`src/pkg/csr_consts.vh`:
```
/*
  Constants for the core special registers: register addresses, field
  positions, reset values and timing counts.
  Assumes it is included by bare name from design files.
*/
`ifndef CSR_CONSTS_VH
`define CSR_CONSTS_VH

// ----------------------------------------------------------------
// Special register addresses (same in either bank)
// ----------------------------------------------------------------
`define CSR_ADDR_IND_A     8'h00
`define CSR_ADDR_PTR_A     8'h01
`define CSR_ADDR_IND_B     8'h02
`define CSR_ADDR_PTR_B     8'h03
`define CSR_ADDR_BANK      8'h04
`define CSR_ADDR_ACC       8'h05
`define CSR_ADDR_PCL       8'h06
`define CSR_ADDR_TBL_LO    8'h07
`define CSR_ADDR_TBL_HI_L  8'h08
`define CSR_ADDR_FLAGS     8'h0a
`define CSR_ADDR_TBL_HI_P  8'h0c
`define CSR_SFR_TOP        8'h43

// ----------------------------------------------------------------
// Field positions and reset values
// ----------------------------------------------------------------
`define CSR_BANK_BIT       0
`define CSR_FLAG_TO        5
`define CSR_FLAG_PD        4
`define CSR_FLAG_OV        3
`define CSR_FLAG_Z         2
`define CSR_FLAG_AC        1
`define CSR_FLAG_C         0
`define CSR_BANK_RST       1'h0
`define CSR_BYTE_RST       8'h00
`define CSR_NIB_RST        4'h0

// ----------------------------------------------------------------
// Timing
// ----------------------------------------------------------------
`define CSR_PCL_DUMMY_CYC  2'h1

`endif

```
`src/hw/csr_core_regs.v`:
```
/*
  Core special-function registers: bank pointer, accumulator, program
  counter low byte, table pointers and latch, status flags.
  Assumes one clock, a synchronous active-high reset, and an execution
  unit that presents register accesses and instruction events.
*/
`timescale 1ns/1ps
`include "csr_consts.vh"

module csr_core_regs (
  input  wire        clk,
  input  wire        sys_rst,
  input  wire        powerUp,
  input  wire        wdtReset,
  input  wire        idleSleep,
  input  wire        regWrite,
  input  wire        regRead,
  input  wire        indirect,
  input  wire        usePtrB,
  input  wire [7:0]  regAddr,
  input  wire [7:0]  regWdata,
  input  wire        aluValid,
  input  wire        aluArith,
  input  wire        aluSub,
  input  wire        aluUseCarry,
  input  wire [7:0]  aluOpB,
  input  wire [7:0]  logicResult,
  input  wire        tableRead,
  input  wire [15:0] progWord,
  input  wire        wdtTimeout,
  input  wire        wdtClearInstr,
  input  wire        haltInstr,
  output reg  [7:0]  regRdata,
  output reg         memBank,
  output reg  [7:0]  memAddr,
  output reg         memAccess,
  output reg         pcLoad,
  output reg  [7:0]  pcLowByte,
  output reg         dummyCycle,
  output reg  [15:0] tableAddr,
  output reg  [7:0]  accumulator,
  output reg         wdtTimeoutFlag,
  output reg         powerdownFlag
);

  // ----------------------------------------------------------------
  // Storage
  // ----------------------------------------------------------------
  reg        bankSelectBit_r;
  reg [7:0]  memPointerA_r;
  reg [7:0]  memPointerB_r;
  reg [7:0]  tablePtrLow_r;
  reg [7:0]  tablePtrHigh_r;
  reg [7:0]  tableHighLatch_r;
  reg [3:0]  arithFlags_r;
  reg [1:0]  dummyCnt_r;

  wire [7:0] aluSum;
  wire [3:0] aluFlags;
  wire       isSfr;
  wire       wrBank;
  wire       wrFlags;
  reg  [7:0] flagsRead;
  reg  [7:0] rdataNxt;

  // Flag generator on accumulator and second operand
  csr_flag_unit uFlags (
    .opA      (accumulator),
    .opB      (aluOpB),
    .isSub    (aluSub),
    .carryIn  (arithFlags_r[`CSR_FLAG_C]),
    .useCarry (aluUseCarry),
    .sum      (aluSum),
    .flags    (aluFlags)
  );

  // Special registers sit at or below the SFR top in any bank
  assign isSfr   = ~indirect && (regAddr <= `CSR_SFR_TOP);
  assign wrBank  = regWrite && isSfr && (regAddr == `CSR_ADDR_BANK);
  assign wrFlags = regWrite && isSfr && (regAddr == `CSR_ADDR_FLAGS);

  // ----------------------------------------------------------------
  // Data memory bank and address routing
  // ----------------------------------------------------------------
  // Direct goes to bank 0, pointer A to bank 0, pointer B follows bit
  always @(posedge clk) begin
    if (sys_rst) begin
      memBank   <= 1'b0;
      memAddr   <= `CSR_BYTE_RST;
      memAccess <= 1'b0;
    end else begin
      memAccess <= (regWrite || regRead) && !isSfr;
      if (!indirect) begin
        memBank <= 1'b0;
        memAddr <= regAddr;
      end else if (!usePtrB) begin
        memBank <= 1'b0;
        memAddr <= memPointerA_r;
      end else begin
        memBank <= bankSelectBit_r;
        memAddr <= memPointerB_r;
      end
    end
  end

  // Bank select bit; a watchdog reset in idle or sleep keeps it
  always @(posedge clk) begin
    if (sys_rst || powerUp) begin
      bankSelectBit_r <= `CSR_BANK_RST;
    end else if (wdtReset) begin
      if (!idleSleep)
        bankSelectBit_r <= `CSR_BANK_RST;
    end else if (wrBank) begin
      bankSelectBit_r <= regWdata[`CSR_BANK_BIT];
    end
  end

  // ----------------------------------------------------------------
  // Accumulator, pointers and table registers
  // ----------------------------------------------------------------
  // Accumulator gets ALU results; register moves also land here
  always @(posedge clk) begin
    if (sys_rst) begin
      accumulator      <= `CSR_BYTE_RST;
      memPointerA_r    <= `CSR_BYTE_RST;
      memPointerB_r    <= `CSR_BYTE_RST;
      tablePtrLow_r    <= `CSR_BYTE_RST;
      tablePtrHigh_r   <= `CSR_BYTE_RST;
      tableHighLatch_r <= `CSR_BYTE_RST;
    end else begin
      if (aluValid)
        accumulator <= aluArith ? aluSum : logicResult;
      else if (regWrite && isSfr && regAddr == `CSR_ADDR_ACC)
        accumulator <= regWdata;
      if (regWrite && isSfr && regAddr == `CSR_ADDR_PTR_A)
        memPointerA_r <= regWdata;
      if (regWrite && isSfr && regAddr == `CSR_ADDR_PTR_B)
        memPointerB_r <= regWdata;
      if (regWrite && isSfr && regAddr == `CSR_ADDR_TBL_LO)
        tablePtrLow_r <= regWdata;
      if (regWrite && isSfr && regAddr == `CSR_ADDR_TBL_HI_P)
        tablePtrHigh_r <= regWdata;
      if (tableRead)
        tableHighLatch_r <= progWord[15:8];
    end
  end

  // Table address presented to program memory
  always @(posedge clk) begin
    if (sys_rst)
      tableAddr <= 16'h0000;
    else
      tableAddr <= {tablePtrHigh_r, tablePtrLow_r};
  end

  // ----------------------------------------------------------------
  // Program counter low byte and dummy cycle
  // ----------------------------------------------------------------
  // A write loads the low 8 bits and stalls one instruction cycle
  always @(posedge clk) begin
    if (sys_rst) begin
      pcLoad     <= 1'b0;
      pcLowByte  <= `CSR_BYTE_RST;
      dummyCycle <= 1'b0;
      dummyCnt_r <= 2'h0;
    end else begin
      pcLoad <= regWrite && isSfr && regAddr == `CSR_ADDR_PCL;
      if (regWrite && isSfr && regAddr == `CSR_ADDR_PCL) begin
        pcLowByte  <= regWdata;
        dummyCnt_r <= `CSR_PCL_DUMMY_CYC;
        dummyCycle <= 1'b1;
      end else if (dummyCnt_r != 2'h0) begin
        dummyCnt_r <= dummyCnt_r - 2'h1;
        dummyCycle <= (dummyCnt_r > 2'h1);
      end else begin
        dummyCycle <= 1'b0;
      end
    end
  end

  // ----------------------------------------------------------------
  // Status flags
  // ----------------------------------------------------------------
  // Arithmetic flags: ALU update wins over a software write
  always @(posedge clk) begin
    if (sys_rst) begin
      arithFlags_r <= `CSR_NIB_RST;
    end else if (aluValid) begin
      if (aluArith)
        arithFlags_r <= aluFlags;
      else
        arithFlags_r[`CSR_FLAG_Z] <= (logicResult == 8'h00);
    end else if (wrFlags) begin
      arithFlags_r <= regWdata[3:0];
    end
  end

  // System flags: status writes never reach them
  always @(posedge clk) begin
    if (sys_rst || powerUp) begin
      wdtTimeoutFlag <= 1'b0;
      powerdownFlag  <= 1'b0;
    end else begin
      if (wdtTimeout)
        wdtTimeoutFlag <= 1'b1;
      else if (wdtClearInstr || haltInstr)
        wdtTimeoutFlag <= 1'b0;
      if (haltInstr)
        powerdownFlag <= 1'b1;
      else if (wdtClearInstr)
        powerdownFlag <= 1'b0;
    end
  end

  // ----------------------------------------------------------------
  // Read back
  // ----------------------------------------------------------------
  // Status image: bits 7..6 zero, no auto save logic exists
  always @* begin
    flagsRead = {2'b00, wdtTimeoutFlag, powerdownFlag,
                 arithFlags_r};
  end

  // Read mux; indirect ports read zero as they are not physical
  always @* begin
    rdataNxt = 8'h00;
    case (regAddr)
      `CSR_ADDR_PTR_A:    rdataNxt = memPointerA_r;
      `CSR_ADDR_PTR_B:    rdataNxt = memPointerB_r;
      `CSR_ADDR_BANK:     rdataNxt = {7'h00, bankSelectBit_r};
      `CSR_ADDR_ACC:      rdataNxt = accumulator;
      `CSR_ADDR_PCL:      rdataNxt = pcLowByte;
      `CSR_ADDR_TBL_LO:   rdataNxt = tablePtrLow_r;
      `CSR_ADDR_TBL_HI_L: rdataNxt = tableHighLatch_r;
      `CSR_ADDR_FLAGS:    rdataNxt = flagsRead;
      `CSR_ADDR_TBL_HI_P: rdataNxt = tablePtrHigh_r;
      default:            rdataNxt = 8'h00;
    endcase
  end

  // Registered read data
  always @(posedge clk) begin
    if (sys_rst)
      regRdata <= 8'h00;
    else if (regRead && isSfr)
      regRdata <= rdataNxt;
  end

endmodule

```
`src/hw/csr_flag_unit.v`:
```
/*
  Arithmetic flag generator: carry, half carry, zero, overflow for the
  result of an add or subtract; the core forms zero for logic results.
  Assumes operands and operation select arrive on the core clock.
*/
`timescale 1ns/1ps

module csr_flag_unit (
  input  wire [7:0] opA,
  input  wire [7:0] opB,
  input  wire       isSub,
  input  wire       carryIn,
  input  wire       useCarry,
  output wire [7:0] sum,
  output wire [3:0] flags
);

  // ----------------------------------------------------------------
  // Adder with nibble carry
  // ----------------------------------------------------------------
  wire [7:0] bOp;
  wire       cin;
  wire [4:0] lowSum;
  wire [3:0] hiLow;
  wire [3:0] hiSum;
  wire       carry7;
  wire       carry8;

  // Subtract adds the complement; carry set means no borrow
  assign bOp    = isSub ? ~opB : opB;
  assign cin    = useCarry ? carryIn : isSub;
  assign lowSum = {1'b0, opA[3:0]} + {1'b0, bOp[3:0]} + {4'h0, cin};
  assign hiLow  = {1'b0, opA[6:4]} + {1'b0, bOp[6:4]}
                  + {3'h0, lowSum[4]};
  assign carry7 = hiLow[3];
  assign hiSum  = {3'h0, opA[7]} + {3'h0, bOp[7]} + {3'h0, carry7};
  assign carry8 = hiSum[1];
  assign sum    = {hiSum[0], hiLow[2:0], lowSum[3:0]};

  // Overflow: carry into MSB differs from carry out
  assign flags = {carry7 ^ carry8, sum == 8'h00, lowSum[4], carry8};

endmodule

```
`config.mk`:
```
export PLATFORM = sky130hd
export DESIGN_NAME = csr_core_regs
export DESIGN_NICKNAME = d
export VERILOG_FILES = /design/src/hw/csr_core_regs.v /design/src/hw/csr_flag_unit.v
export VERILOG_INCLUDE_DIRS = /design/src /design/src/pkg
export SDC_FILE = /design/constraint.sdc
export NUM_CORES = 1
export LEC_CHECK = 0
export BUFFER_PORTS_ARGS = -buffer_cell sky130_fd_sc_hd__buf_2
export CORE_MARGIN = 2
export CORE_UTILIZATION = 53
export CTS_CLUSTER_DIAMETER = 50
export DETAILED_ROUTE_END_ITERATION = 10
export GPL_ROUTABILITY_DRIVEN = 0
export PLACE_DENSITY = 0.79
export RECOVER_POWER = 25
export SKIP_LAST_GASP = 1
export SLEW_MARGIN = 20
export SYNTH_ARGS = -nofsm -noshare
export SYNTH_HDL_FRONTEND = slang
export SYNTH_SLANG_ARGS = --single-unit
```
`constraint.sdc`:
```
create_clock -name clk -period 5.4 [get_ports clk]
set_input_delay 1.08 -clock clk [delete_from_list [all_inputs] [get_ports clk]]
set_output_delay 1.08 -clock clk [all_outputs]
set_load 0.03 [all_outputs]
```
==> flow_summary_export.csv <==
group,metric,value,unit
clock_tree,path_clk_slew,0.10,ns
clock_tree,cts_root_buf,"clkbuf_8",
pwr,vdd_drop_max,0.123,mV
synth,async_flop_share,0,
worst_setup_path,cp-startpoint,"aluSub",
grt,grt_pass1_wl,20100,um
detailed_routing,drt_drc_violations_left,0,
pwr,clock_power_share,0.308,
clock_tree,clkSinkCount,101,
worst_setup_path,worstPathArrival,4.87,ns
pwr,leakage,2.60,nW
synth,ys.flop_type,"dfxtp_1",
pwr,p_per_area,270,nW/um^2
detailed_routing,drt-total-wl,12900,um
synth,yosys.cell_types.count,52,
timing,slew_headroom,-0.546,
clock_tree,clockBufferDepth,2,
cells_and_area,area_delta_synth_final,15.6,%
grt,antenna_found_initial,0,
cells_and_area,final_area,5530,sq um
hold_path,min_path_type,"reg -> reg",
clock_tree,htreeDepth,3,
clock_tree,cts_resized,0,
floorplanning,die_x,99.0,um
grt,first_global_vias,3966,
status,violations,"capacitance limit, slew limit",
timing,fin_skew,0.00749,ns
placement,placed_area,5370,sq um
worst_setup_path,cp-start-kind,"input pin",
grt,grt_use_total,0.262,
worst_setup_path,crit_buf_inv,2,
worst_setup_path,path_class,"in -> reg",
detailed_routing,vias,4299,
synth,syn_avg_cell_area,9.29,sq um
grt,grt.overflow.total,0,
timing,min_period,4.61,ns
clock_tree,cts_buffers,9,
timing,rsz0062_at_grt,"false",
synth,synth_top_area_frac,0.422,
placement,io_buffer_count,110,
synth,synth_cells,515,
timing,finalCritPeriodShare,0.854,
clock_tree,hold_buffers,0,
worst_setup_path,crit_chain,"buf_2, xnor2_1, fa_1, inv_1, fa_1, a21o_1, a21oi_1, fa_1, nor2b_1, o21a_1, or2_2, fa_1, nor4bb_1, nand3_1, nor3_1, o21ai_0, a221oi_1",
floorplanning,start_util,0.549,
synth,synth-seq-area-share,0.422,
synth,ys_seq_elements,101,
clock_tree,insertion_delay,0.37,ns
synth,netlist_top_cells_area,"dfxtp_1, mux2i_1, nor2_1",
pwr,switching_share,0.303,
clock_tree,post-cts-setup-buffers,0,
detailed_routing,drtIter0Drc,387,
cells_and_area,drive_gt1_frac,0.196,
worst_setup_path,cp_top_family,"adder cells",
worst_setup_path,critPathSlowestCell,"fa_1",
placement,dp_hpwl,9510,um
pwr,power_frac_seq,0.524,
detailed_routing,ant_nets,0,
placement,dp_cells,703,
grt,grt_start_max_net_pins,56,
synth,yosysMostFrequentCell,"dfxtp_1",
floorplanning,num_rows,34,
synth,synth.largest_area_cell,"dfxtp_1",
detailed_routing,vias_per_cell,5.98,
cells_and_area,nets,683,
cells_and_area,fin_cells,719,
timing,worstMarginPinSlew,2.32,ns
worst_setup_path,r2r_slack,1.45,ns
worst_setup_path,critPathRequiredTime,5.65,ns
timing,holdWs,0.481,ns
worst_setup_path,crit_fanout,9,
synth,synth_warnings,0,
worst_setup_path,worstSetupEndpointType,"flop",
synth,syn_area,4790,sq um
timing,hold_viol,0,
synth,syn_nets,592,
pwr,internal_power,1.04,mW
floorplanning,dieArea,9810,sq um
timing,finalSetupViolCount,0,
synth,ys_top_cells_by_count,"dfxtp_1, nor2_1, mux2i_1",
worst_setup_path,regToRegStartpoint,"arithFlags_r[0]",
job,maxCapViolations,1,
floorplanning,core-area,8720,sq um
worst_setup_path,cpMostUsedCell,"fa_1",
timing,setup_tns,0,ns
timing,finalMaxSlewViolations,56,
detailed_routing,wl_per_cell,17.9,um
status,status,"finished, violations left",
clock_tree,cts_tree,"built",
worst_setup_path,slowest_delay,0.48,ns
timing,max_freq,217,MHz
cells_and_area,diodes,0,
detailed_routing,dr.pass1.iters,6,
floorplanning,dieHeight,99.0,um
pwr,switchingPower,0.453,mW
synth,synth-edff-count,0,
floorplanning,io_pins,119,
pwr,combinationalPowerShare,0.168,
hold_path,hp-start,"regRdata[6]",
path summary, 6_finish.rpt:
path,to,depth (start not counted)
worst max-delay path,arithFlags_r[2],17
worst min register to register,regRdata[6],1
worst min-delay path,regRdata[6],1
worst max register to register,arithFlags_r[2],16
layout by cell type, fill, tap and decap left out, drive strengths merged, types with 8 or more instances in the layout:
cell type,count
a211oi,19
a21oi,24
buf,97
clkbuf,25
dfxtp,101
inv,18
mux2i,82
nand3,23
nor2,84
nor2b,25
nor3,14
o2bb2ai,8
xor2,8
cell families after synthesis:
group | synth area share
buffers and inverters | 0.0382
AO/OA/AOI/OAI | 0.119
AND/OR/NAND/NOR | 0.187
XOR/XNOR | 0.0201
adder cells (fa/ha/maj) | 0.0392
multiplexers | 0.174
flip-flops | 0.422
final cells by class:
cell class / instances / area, sq um
clock buffer: 9 / 124
clock inverter: 7 / 62.6
fill: 748 / 3190
inverter: 13 / 48.8
multi-input combinational: 368 / 2590
sequential: 101 / 2020
tap: 108 / 135
timing repair buffer: 113 / 553
per-layer routing:
metal	GRT usage	wire length [um]	vias up
met3	0.0418	1090	47
met5	0	0	-
met2	0.410	5800	228
met4	0.104	452	0
met1	0.363	5540	2013
li1	-	-	2011
power by group through the flow:
stage	Clock (mW)	Sequential, mW	Combinational [mW]
floorplan	0	0.815	0.149
global placement	0	0.799	0.235
detailed placement	0	0.800	0.247
CTS	0.467	0.783	0.249
global route	0.493	0.786	0.273
finish	0.461	0.783	0.251
through the flow:
step	setup WS (ns)	utilization	total power [mW]
2_1_floorplan	0.671	-	0.964
3_3_place_gp	0.654	0.615	1.03
3_5_place_dp	0.462	0.615	1.05
4_1_cts	0.843	0.637	1.50
5_1_grt	0.459	0.635	1.55
6_report	0.787	0.635	1.49
sequential cells by signal, summed over array words and instances (netlist names):
| signal | flops |
|---|---|
| accumulator | 8 |
| powerdownFlag | 1 |
| tableAddr | 16 |
| tablePtrHigh_r | 8 |
| tableHighLatch_r | 8 |
| dummyCnt_r | 2 |
| pcLowByte | 8 |
| dummyCycle | 1 |
| regRdata | 8 |
| memAddr | 8 |
| bankSelectBit_r | 1 |
| memPointerB_r | 8 |
| pcLoad | 1 |
| memAccess | 1 |
| memBank | 1 |
| wdtTimeoutFlag | 1 |
| tablePtrLow_r | 8 |
| arithFlags_r | 4 |
| memPointerA_r | 8 |
No activity file was read; power rests on OpenSTA's default activity.
